## src/pkg/fesr_map.svh

```systemverilog
`ifndef FESR_MAP_SVH
`define FESR_MAP_SVH
`define FESR_ADDR           6'h35
`define FESR_CNT_MSB        12
`define FESR_CNT_LSB        8
`define FESR_OSC_FAIL_BIT   7
`define FESR_MON_MSB        4
`define FESR_MON_LSB        0
`define FESR_CNT_MAX        5'h1F
`define FESR_CNT_ZERO       5'h00
`define FESR_MON_RESET      5'h00
`define FESR_RSVD_DEFAULT   16'h0000
`define FESR_SWRD_ALL       16'hFF80
`endif

```

## src/pkg/fesr_pkg.sv

```systemverilog
package fesr_pkg;
  typedef logic [4:0]  fesr_cnt_t;
  typedef logic [15:0] fesr_word_t;
  typedef enum logic [1:0] {FESR_EV_NONE, FESR_EV_GOOD, FESR_EV_BAD} fesr_ev_t;
endpackage
```

## src/pkg/fesr_cnt_if.sv

```systemverilog
`timescale 1ns/1ps
interface fesr_cnt_if;
  logic               good;
  logic               bad;
  fesr_pkg::fesr_cnt_t count;
  logic               overflow;
  modport owner (input good, input bad, output count, output overflow);
  modport user  (output good, output bad, input count, input overflow);
endinterface

```

## src/hw/fesr_counter.sv

```systemverilog
`timescale 1ns/1ps
`include "fesr_map.svh"
module fesr_counter (
  input  wire logic  mclk_i,
  input  wire logic  rst_i,
  fesr_cnt_if.owner  cnt
);
  fesr_pkg::fesr_cnt_t cnt_r;
  fesr_pkg::fesr_cnt_t cnt_nxt;
  logic                ovf_r;
  logic                ovf_nxt;

  // ==========================================
  // Counter next state
  always_comb begin
    cnt_nxt = cnt_r;
    ovf_nxt = 1'b0;
    if (cnt.bad) begin
      if (cnt_r == `FESR_CNT_MAX) begin
        cnt_nxt = `FESR_CNT_ZERO;
        ovf_nxt = 1'b1;
      end else begin
        cnt_nxt = cnt_r + 5'h01;
      end
    end else if (cnt.good) begin
      if (cnt_r != `FESR_CNT_ZERO) begin
        cnt_nxt = cnt_r - 5'h01;
      end
    end
  end

  always_ff @(posedge mclk_i or posedge rst_i) begin
    if (rst_i) begin
      cnt_r <= `FESR_CNT_ZERO;
      ovf_r <= 1'b0;
    end else begin
      cnt_r <= cnt_nxt;
      ovf_r <= ovf_nxt;
    end
  end

  assign cnt.count    = cnt_r;
  assign cnt.overflow = ovf_r;
endmodule // fesr_counter

```

## src/hw/fesr_status.sv

```systemverilog
`timescale 1ns/1ps
`include "fesr_map.svh"
// Function
// Count in bits 12..8, oscillator failure flag in bit 7.
// Bad frame (CRC, stuff, form error) increments the count.
// Each correctly decoded frame decrements the count (code: a good frame in the same cycle as a bad frame is ignored).
// Bad frame at count 31: wake, set detect error, clear count.
// Count and monitor field not shown live, refreshed after each sent frame.
// Oscillator failure flag latched until read-and-clear.
// Oscillator monitor value in bits 4..0.
// Controller leaves reserved bits at default.
// Detect error latched until read-and-clear, wakes from selective sleep.
// System error is OR of flags and unread wake regs; blocks wake enable.
// Count never decrements below zero.
module fesr_status (
  input  wire logic        mclk_i,
  input  wire logic        rst_i,
  input  wire logic        frame_good_i,
  input  wire logic        frame_bad_i,
  input  wire logic        frame_sent_i,
  input  wire logic        osc_fail_i,
  input  wire logic [4:0]  osc_mon_i,
  input  wire logic [8:0]  selective_wake_read_done_i,
  input  wire logic        selective_wake_enable_req_i,
  input  wire logic        rd_clr_i,
  output logic      [15:0] status_word_five_o,
  output logic             frame_detect_error_flag_o,
  output logic             system_error_indication_o,
  output logic             selective_wake_enable_o,
  output logic             wake_o
);
  fesr_cnt_if cnt_bus ();

  fesr_pkg::fesr_cnt_t cnt_shown_r;
  fesr_pkg::fesr_cnt_t cnt_shown_nxt;
  logic [4:0]          mon_r;
  logic [4:0]          mon_nxt;
  logic                osc_fail_r;
  logic                osc_fail_nxt;
  logic                fde_r;
  logic                fde_nxt;
  logic                wake_r;
  logic                wake_nxt;
  logic                swen_r;
  logic                swen_nxt;
  logic                system_error_indication;

  // ==========================================
  // Frame error counter
  assign cnt_bus.good = frame_good_i & ~frame_bad_i;
  assign cnt_bus.bad  = frame_bad_i;

  fesr_counter u_counter (
    .mclk_i (mclk_i),
    .rst_i  (rst_i),
    .cnt    (cnt_bus.owner)
  );

  // ==========================================
  // Fields refreshed per sent frame, flags updated every cycle
  assign system_error_indication = ~(&selective_wake_read_done_i) | osc_fail_r | fde_r;

  always_comb begin
    cnt_shown_nxt = cnt_shown_r;
    mon_nxt       = mon_r;
    if (frame_sent_i) begin
      cnt_shown_nxt = cnt_bus.count;
      mon_nxt       = osc_mon_i;
    end
    osc_fail_nxt = osc_fail_i | (osc_fail_r & ~rd_clr_i);
    fde_nxt      = cnt_bus.overflow | (fde_r & ~rd_clr_i);
    wake_nxt     = cnt_bus.overflow;
    swen_nxt     = system_error_indication ? 1'b0 : selective_wake_enable_req_i;
  end

  always_ff @(posedge mclk_i or posedge rst_i) begin
    if (rst_i) begin
      cnt_shown_r <= `FESR_CNT_ZERO;
      mon_r       <= `FESR_MON_RESET;
      osc_fail_r  <= 1'b0;
      fde_r       <= 1'b0;
      wake_r      <= 1'b0;
      swen_r      <= 1'b0;
    end else begin
      cnt_shown_r <= cnt_shown_nxt;
      mon_r       <= mon_nxt;
      osc_fail_r  <= osc_fail_nxt;
      fde_r       <= fde_nxt;
      wake_r      <= wake_nxt;
      swen_r      <= swen_nxt;
    end
  end

  // ==========================================
  // Status word, reserved bits at default
  always_comb begin
    status_word_five_o = `FESR_RSVD_DEFAULT;
    status_word_five_o[`FESR_CNT_MSB:`FESR_CNT_LSB] = cnt_shown_r;
    status_word_five_o[`FESR_OSC_FAIL_BIT]          = osc_fail_r;
    status_word_five_o[`FESR_MON_MSB:`FESR_MON_LSB] = mon_r;
  end

  assign frame_detect_error_flag_o = fde_r;
  assign system_error_indication_o = system_error_indication;
  assign selective_wake_enable_o   = swen_r;
  assign wake_o                    = wake_r;
endmodule // fesr_status

```

## config.mk

```make
export PLATFORM = sky130hd
export DESIGN_NAME = fesr_status
export DESIGN_NICKNAME = d
export VERILOG_FILES = /design/src/pkg/fesr_pkg.sv /design/src/pkg/fesr_cnt_if.sv /design/src/hw/fesr_counter.sv /design/src/hw/fesr_status.sv
export VERILOG_INCLUDE_DIRS = /design/src /design/src/pkg
export SDC_FILE = /design/constraint.sdc
export NUM_CORES = 1
export LEC_CHECK = 0
export ABC_AREA = 1
export BUFFER_PORTS_ARGS = -buffer_cell sky130_fd_sc_hd__buf_2
export CELL_PAD_IN_SITES_DETAIL_PLACEMENT = 1
export CELL_PAD_IN_SITES_GLOBAL_PLACEMENT = 1
export CORE_ASPECT_RATIO = 0.7
export CORE_UTILIZATION = 25
export CTS_CLUSTER_DIAMETER = 80
export DETAILED_ROUTE_END_ITERATION = 10
export PLACE_DENSITY = 0.58
export SYNTH_ARGS = -nofsm -noshare
export SYNTH_HDL_FRONTEND = slang
export SYNTH_SLANG_ARGS = --single-unit
```

## constraint.sdc

```tcl
create_clock -name mclk_i -period 2.93 [get_ports mclk_i]
set_input_delay 0.293 -clock mclk_i [delete_from_list [all_inputs] [get_ports mclk_i]]
set_output_delay 0.293 -clock mclk_i [all_outputs]
set_load 0.02 [all_outputs]
```

### Word level (Yosys, flattened, before mapping)

Index checks and enable logic that the tools add are counted.

* add/subtract/negate cells: 2
* muxes and demuxes: 7
* shifts and indexed selects: 0
* reductions and logical operators: 5
* bitwise gates (word level): 10
* eq/ne operators: 1
* order comparisons: 0
* div/mod/pow operators: 0
* $mul: 0

Operators by type and width (number)
* 5-bit two-way mux: 4
* 9-bit AND reduction: 1
* 5-bit by 1-bit adder with 5-bit output, second input constant: 1
* 5-bit equality test, second input constant: 1
* 5-bit nonzero test: 1
* 5-bit by 1-bit subtractor with 5-bit output, second input constant: 1
* 1-bit bitwise OR: 4
* 2-bit nonzero test: 2
* 1-bit bitwise AND: 3
* 1-bit two-way mux: 3
* 1-bit NOT: 3
* 2-bit AND reduction: 1

* output and inout bits: 20
* bits in writable memories: 0
* latch bits: 0
* memories kept: 0
* logic and storage cells: 33
* bits of input ports: 22
* bits in read-only memories: 0
* register bits: 20

### Logic depth before layout (Yosys ltp)

Gate-level depths: netlist of the first run.

* word-level depth: 5
* depth in mapped cells: 9
* mapped depth without buffers: 9

### Hierarchy

Synthesis of the first run repeated with hierarchy kept, for this count alone.

* cell total of the unflattened synthesis: 115
* area, all modules: 1124.8 µm²

By module, submodules not included
* fesr_status: times used 1, cells an instance 50, sequential area each 350.3 µm², area each 636.9 µm²
* fesr_counter: times used 1, cells an instance 65, sequential area each 150.1 µm², area each 488.0 µm²

### Least setup slack after synthesis of the first run

Ideal clock, no wire load.

* kind: register -> register
* start: register u_counter.cnt_r[1] (netlist: u_counter.cnt.count[1])
* end: register u_counter.cnt_r[3] (netlist: u_counter.cnt.count[3])
* setup slack: 1.629 ns
* period minus slack after synthesis: 1.301 ns
* stages on the path, launching flop included: 10
* data required time: 2.865 ns
* path buffers: 0
* setup time: 0.065 ns
* arrival: 1.236 ns
* cells stage by stage: dfrtp_1 -> ha_1 -> nand2_1 -> nor2_1 -> ha_1 -> nor2_2 -> nand3_1 -> nand2_1 -> nand2_1 -> nand2_1

* cells in the longest elaborated chain, start to end: 4
* elaborated cells between the ends (all ways): 10
* those cells by class: add/sub (2); eq/ne (1); mux (4); reduce/logical (3)

RTL lines
* start: declaration: RTL line fesr_counter.sv:8 `fesr_pkg::fesr_cnt_t cnt_r;`
* start signal: assignment: RTL line fesr_counter.sv:34 `` cnt_r <= `FESR_CNT_ZERO; ``
* start signal: assignment: RTL line fesr_counter.sv:37 `cnt_r <= cnt_nxt;`
* 5-bit by 1-bit subtractor with 5-bit output: RTL line fesr_counter.sv:27 `cnt_nxt = cnt_r - 5'h01;`
* 5-bit two-way mux: RTL line fesr_counter.sv:26 `` if (cnt_r != `FESR_CNT_ZERO) begin ``
* 5-bit two-way mux: RTL line fesr_counter.sv:25 `end else if (cnt.good) begin`
* 5-bit two-way mux: RTL line fesr_counter.sv:18 `if (cnt.bad) begin`

Parallel ways exist; a longest one is shown, timed or not. The select of a mux whose other input is x is not followed.
A chain may end at the register's enable or synchronous reset.

### Worst setup path after layout of the first run

* start: register u_counter.cnt_r[1] (netlist: u_counter.cnt.count[1])
* end: register u_counter.cnt_r[0] (netlist: u_counter.cnt.count[0])

* cells in the longest elaborated chain, start to end: 3
* elaborated cells between the ends (all ways): 6
* those cells by class: eq/ne (1); mux (2); reduce/logical (3)

RTL lines
* 5-bit equality test (no source line) or 5-bit nonzero test (tied branches)
* 5-bit two-way mux or 2-bit nonzero test (tied branches)
* 5-bit two-way mux or 2-bit AND reduction (tied branches)

Parallel ways exist; a longest one is shown, timed or not.

==> qor.csv, run 1 <==
stage;metric;value;unit
timing;setup_viol;0;
worst_setup_path;critPathArrivalTime;1.61;ns
timing;setup-tns-final;0;ns
finish;drive_gt1_share;37.32;%
grt;antenna_found_initial;0;
power;pwr-share-seq;45.0;%
power;p_switching;370.8;µW
cts;cts-htree-levels;1;
yosys;avgSynthCellArea;9.460;µm²
cts;cts_tree;built;
cts;cts.sinks;20;
route;met2_length;991;µm
floorplan;num_rows;18;
route;wirelength;2261;µm
route;first_pass_iters;4;
timing;slew_headroom;48.54;%
yosys;synth_area;1012;µm²
floorplan;core;3694;µm²
route;wl_met3;149;µm
yosys;ys_types;25;
grt;grt_pass1_wl;3988;µm
cts;cts-root-buf;clkbuf_8;
finish;syn_to_final_growth;22.87;%
power;pwr-share-clk;18.3;%
timing;fin_crit_sh;49.62;%
worst_setup_path;worstSetupEndpointType;register;
cts;cts.clk_slew.worst_paths;0.07;ns
worst_setup_path;path_class;register to register;
route;highest_layer;met4;
route;vias;817;
cts;cts_buffers;3;
power;ir_drop;0.2532;mV
timing;slew_viol_final;0;
grt;first_global_vias;837;
timing;clock_skew;0.001462;ns
power;powerDensity;756.6;nW/µm²
route;vias_per_cell;4.255;
floorplan;die_h;55.24;µm
placement;gp_congestion;0.7853;
flow_run;maxCapViolCount;0;
route;drc;0;
route;drtIter0Drc;21;
power;leakage;0.0006677;µW
route;wl_per_cell;11.78;µm
finish;post-route-util;33.67;%
worst_setup_path;crit_buf_inv;0;
worst_setup_path;cp-start-kind;register;
floorplan;die_area;4311;µm²
worst_setup_path;path_max_fanout;6;
finish;diodes;0;
placement;port_buffers;36;
worst_setup_path;required;3.09;ns
floorplan;fp.dieW;78.06;µm
yosys;synth_warnings;0;
power;power_frac_comb;36.8;%
route;wl_met1;1097;µm
cts;cts-hold-fix-buffers;0;
timing;max_freq;0.6879;GHz
grt;grt_util_all_layers;12.08;%
power;total_power;941.0;µW
cts;post_cts_buffers;0;
yosys;yosysSeqAreaShare;49.44;%
cts;cts_resized;0;
grt;grt_start_max_net_pins;21;
cts;clk_latency;0.25;ns
worst_setup_path;cpPeakStageDelay;0.44;ns
worst_setup_path;cp_slowest_cell;dfrtp_1;
yosys;synth_seq_cells;20;
route;drtAntennaViolNets;0;
yosys;synth_cells;107;
power;swShare;39.41;%
placement;dp_hpwl;1846;µm
floorplan;initial_core_util;27.41;%
grt;gr-total-overflow;0;
worst_setup_path;path_cells;ha_1 > nand2_1 > nor2_1 > ha_1 > nand2_1 > nand2_1 > o21ai_0;
power;p_int;570.1;µW
status;run_status;finished, final reports clean;
cts;clockBufferDepth;2;
timing;finalCriticalPeriod;1.454;ns
timing;rsz0062_at_grt;no;
timing;hold_viol;0;
finish;nets;169;
worst_setup_path;cp_top_family;flip-flops;
timing;tightest_slew;0.7711;ns
worst_hold_path;min_path_type;input port to asynchronous set/reset pin;
worst_setup_path;crit_top_cell;nand2_1;
floorplan;pin_count;42;
-- per-stage QoR --
stage / hold WS (ns) / cells / cell area, µm² / worst slack (ns)
floorplan: 0.2568 / 111 / 1027 / 1.629
global placement: 0.3563 / 189 / 1202 / 1.564
detailed placement: 0.3600 / 189 / 1202 / 1.461
CTS: 0.1990 / 192 / 1244 / 1.456
global route: 0.2277 / 192 / 1244 / 1.328
finish: 0.1702 / 192 / 1244 / 1.476
-- layout make-up --
type / count / area (µm²)
tap: 50 / 62.56
multi-input combinational: 71 / 414.1
clock buffer: 3 / 41.29
timing repair buffer: 36 / 180.2
fill: 468 / 2450
inverter: 12 / 45.04
sequential: 20 / 500.5
-- worst reg2reg max path, delay by kind of cell, from the launching register on --
family                   cells  cell delay, ns
AO/OA/AOI/OAI                1            0.20
AND/OR/NAND/NOR              4            0.29
flip-flops                   1            0.44
adder cells (fa/ha/maj)      2            0.44
-- cells in the mapped netlist --
| library cell | n | area [µm²] |
|---|---|---|
| a21oi_1 | 4 | 20.02 |
| and3_1 | 1 | 6.260 |
| buf_4 | 6 | 45.04 |
| buf_6 | 2 | 22.52 |
| conb_1 | 1 | 3.750 |
| dfrtp_1 | 20 | 500.5 |
| ha_1 | 3 | 37.54 |
| inv_1 | 10 | 37.54 |
| inv_2 | 2 | 7.510 |
| mux2_2 | 6 | 67.56 |
| nand2_1 | 19 | 71.32 |
| nand2_4 | 1 | 11.26 |
| nand3_1 | 7 | 35.03 |
| nand3_2 | 1 | 10.01 |
| nand3b_1 | 1 | 7.510 |
| nand4_1 | 2 | 12.51 |
| nor2_1 | 9 | 33.78 |
| nor2_2 | 2 | 12.51 |
| nor2_4 | 1 | 11.26 |
| nor3_1 | 1 | 5.000 |
| o21ai_0 | 3 | 15.01 |
| o21bai_1 | 2 | 15.01 |
| or2_0 | 1 | 6.260 |
| or2_4 | 1 | 8.760 |
| xor2_1 | 1 | 8.760 |
-- cells by family (layout without fill, tap and decap cells) --
group	Yosys count	count (layout)	share of synthesized area [%]
flops	20	20	49.44
buf+inv	20	51	11.13
other cells	1	5	0.3705
simple gates	47	47	22.87
compound gates	9	9	4.944
xor+xnor	1	1	0.8654
fa+ha+maj	3	3	3.709
mux	6	6	6.674
-- power by group through the flow --
stage               combinational (µW)  sequential (µW)  clock, µW
global route                       399              436        193
global placement                   347              422          0
floorplan                          244              439          0
CTS                                354              423        181
detailed placement                 353              428          0
finish                             346              423        172
-- registers in the layout, summed over array words and instances, names as in the netlist --
name                       flops
selective_wake_enable_o        1
mon_r                          5
u_counter.cnt.count            5
osc_fail_r                     1
cnt_shown_r                    5
u_counter.cnt.overflow         1
wake_o                         1
frame_detect_error_flag_o      1
-- cell usage in the layout (no fill, tap or decap), types with 4 or more instances in the layout --
cell type | Yosys | final
a21oi_1 | 4 | 4
buf_2 | 0 | 36
conb_1 | 1 | 5
dfrtp_1 | 20 | 20
inv_1 | 10 | 10
mux2_2 | 6 | 6
nand2_1 | 19 | 19
nand3_1 | 7 | 7
nor2_1 | 9 | 9
-- final timing paths --
path	start	endpoint	slack [ns]	cells past startpoint
min	rst_i	selective_wake_enable_o$_DFF_PP0_	0.17	2
max	u_counter.cnt.count[1]$_DFFE_PP0P_	u_counter.cnt.count[0]$_DFFE_PP0P_	1.48	7
min reg2reg	u_counter.cnt.overflow$_DFF_PP0_	wake_o$_DFF_PP0_	0.37	0
min in group mclk_i	rd_clr_i	frame_detect_error_flag_o$_DFF_PP0_	0.24	2
max in group asynchronous	rst_i	u_counter.cnt.count[0]$_DFFE_PP0P_	2.28	2
max reg2reg	u_counter.cnt.count[1]$_DFFE_PP0P_	u_counter.cnt.count[0]$_DFFE_PP0P_	1.48	7
-- layer usage --
metal  track usage [%]  up-vias
met4             3.968        0
met3             4.628        2
met1             15.96      389
li1                  -      400
met2             18.05       26
met5                 0        -
No activity file was read; power rests on OpenSTA's default activity.
==> run 2, diff against run 1 <==
clock period = 1.38 ns   (was 2.93 ns; I/O delays follow)
==> qor.csv, run 2 (synthesis results as in run 1) <==
stage;metric;value;unit;change
grt;antenna_found_initial;0;;unchanged
timing;rsz0062_at_grt;yes;;
flow_run;maxCapViolCount;0;;unchanged
worst_setup_path;cp-start-kind;register;;
worst_setup_path;worstSetupEndpointType;register;;
floorplan;core;3694;µm²;unchanged
finish;final_cell_mix;36 x buf_2, 20 x dfrtp_1, 16 x nand2_1;;
timing;hold_slack;0.06916;ns;-0.1010 ns
placement;dp.cells;195;;+3.2%
cts;clockBufferDepth;2;;unchanged
cts;cts_buffers;3;;unchanged
cts;cts_tree;built;;
power;ir_drop;0.5109;mV;+100%
timing;setup_viol;1;;+1
timing;max_freq;0.7245;GHz;+5.3%
route;first_pass_iters;4;;unchanged
grt;grt_start_max_net_pins;21;;unchanged
placement;place_area;1247;µm²;+3.7%
finish;nets;179;;+5.9%
grt;gr-total-overflow;0;;unchanged
finish;fin_cells;202;;+5.2%
floorplan;num_rows;18;;unchanged
route;drtAntennaViolNets;0;;unchanged
timing;hold_viol;0;;unchanged
timing;slew_viol_final;0;;unchanged
finish;final_common_cell;buf_2;;
route;drc;0;;unchanged
status;failed_checks;negative setup slack;;
placement;dp_hpwl;1901;µm;+2.9%
route;vias;864;;+5.8%
worst_setup_path;required;1.58;ns;-1.51 ns
finish;drive_gt1_share;46.71;%;+9.4 points
placement;place_ws;-0.05389;ns;-1.515 ns
timing;setup_ws;-0.0001932;ns;-1.476 ns
route;wl_per_cell;12.79;µm;+8.6%
cts;cts-htree-levels;1;;unchanged
grt;first_global_vias;885;;+5.7%
worst_setup_path;r2r_setup_slack;-0.0002;ns;-1.48 ns
power;powerDensity;1674;nW/µm²;+120%
grt;grt_util_all_layers;13.12;%;+1.0 points
floorplan;die_h;55.24;µm;unchanged
worst_hold_path;hold_start;rd_clr_i;;
route;wirelength;2583;µm;+14%
worst_setup_path;timing.rr.end;u_counter.cnt.count[3]$_DFFE_PP0P_;;
status;run_status;finished with violations;;
placement;gp_congestion;0.7570;;-3.6%
grt;grt_pass1_wl;4229;µm;+6.0%
finish;design_area;1379;µm²;+11%
timing;setup-tns-final;-0.0001932;ns;-0.0001932 ns
worst_hold_path;hold_path_end;frame_detect_error_flag_o$_DFF_PP0_;;
floorplan;initial_core_util;27.41;%;unchanged
cts;clk_latency;0.26;ns;about the same
finish;diodes;0;;unchanged
worst_setup_path;critPathArrivalTime;1.58;ns;-0.03 ns
timing;finalCriticalPeriod;1.380;ns;-0.07358 ns
worst_hold_path;hold_path_depth;2;;
finish;syn_to_final_growth;36.22;%;
floorplan;pin_count;42;;unchanged
worst_hold_path;min_path_type;input port to register;;
placement;port_buffers;36;;unchanged
route;vias_per_cell;4.277;;+0.52%
worst_setup_path;ff2ff_path_depth;9;;+2
cts;cts-root-buf;clkbuf_8;;
cts;cts.sinks;20;;unchanged
cts;cts.clk_slew.worst_paths;0.07;ns;about the same
floorplan;die_area;4311;µm²;unchanged
worst_setup_path;path_max_fanout;4;;-2
route;drtIter0Drc;6;;-71%
worst_setup_path;r2r_start;u_counter.cnt.count[1]$_DFFE_PP0P_;;
power;leakage;0.0007169;µW;+7.4%
floorplan;fp.dieW;78.06;µm;unchanged
worst_setup_path;path_class;register to register;;
timing;clock_skew;0.0009256;ns;-0.0005365 ns
timing;fin_crit_sh;100.0;%;+50 points
-- run 2: cell count changes in the layout (fill, tap and decap cells not counted), sizes merged --
cell,previous run,this run
buf,36,45
dlygate4sd3,0,1
-- run 2: layout make-up --
class / count / area [µm²]
tap: 50 / 62.56
inverter: 12 / 45.04
clock buffer: 3 / 41.29
timing repair buffer: 46 / 257.7
fill: 448 / 2315
multi-input combinational: 71 / 471.7
sequential: 20 / 500.5
-- run 2: worst max path at each step --
stage,start,to,slack (ns)
final,u_counter.cnt.count[1]$_DFFE_PP0P_,u_counter.cnt.count[3]$_DFFE_PP0P_,-0.0002
after global routing,u_counter.cnt.count[0]$_DFFE_PP0P_,u_counter.cnt.count[2]$_DFFE_PP0P_,-0.15
after CTS,u_counter.cnt.count[0]$_DFFE_PP0P_,u_counter.cnt.count[3]$_DFFE_PP0P_,0.007
after detailed placement,u_counter.cnt.count[0]$_DFFE_PP0P_,u_counter.cnt.count[3]$_DFFE_PP0P_,-0.05
after global placement,u_counter.cnt.count[0]$_DFFE_PP0P_,u_counter.cnt.count[3]$_DFFE_PP0P_,0.03
after floorplan,u_counter.cnt.count[1]$_DFFE_PP0P_,u_counter.cnt.count[3]$_DFFE_PP0P_,0.08
-- run 2: routing by layer --
| metal | GRT usage, % | up-vias | wire, µm |
|---|---|---|---|
| met3 | 3.636 | 4 | 112 |
| met1 | 16.55 | 412 | 1174 |
| met4 | 6.349 | 0 | 51 |
| met2 | 20.68 | 28 | 1244 |
| met5 | 0 | - | 0 |
| li1 | - | 420 | - |
-- run 2: timing repair --
| action | in CTS | in global routing |
|---|---|---|
| resized for setup | 2 | 11 |
| setup buffers | 1 | 2 |
| endpoints found under the hold margin | 20 | 0 |
| pin swaps | 1 | 9 |
| endpoints found under the setup margin | 2 | 5 |
| hold buffers | 1 | 0 |
-- run 2: power by group --
| group | total (µW) | switching (µW) | leakage (µW) | internal (µW) |
|---|---|---|---|---|
| Combinational | 1080 | 597 | 0.000448 | 479 |
| Clock | 380 | 185 | 0.0000216 | 195 |
| Sequential | 852 | 123 | 0.000247 | 730 |
-- run 2: worst max-delay path, stage by stage, from the launching register on --
cell and delay, ns:
dfrtp_1 0.41, ha_2 0.20, nand2_2 0.10, nor2_4 0.05, ha_4 0.16, nor2_4 0.14, nand3_2 0.09, nand2_2 0.06
nand2_1 0.05, nand2_1 0.06
-- run 2: through the flow --
step / power, µW / utilization (%)
2_1_floorplan: 1449 / -
3_3_place_gp: 1738 / 33.77
3_5_place_dp: 1756 / 33.77
4_1_cts: 2185 / 35.50
5_1_grt: 2536 / 37.33
6_report: 2309 / 37.33
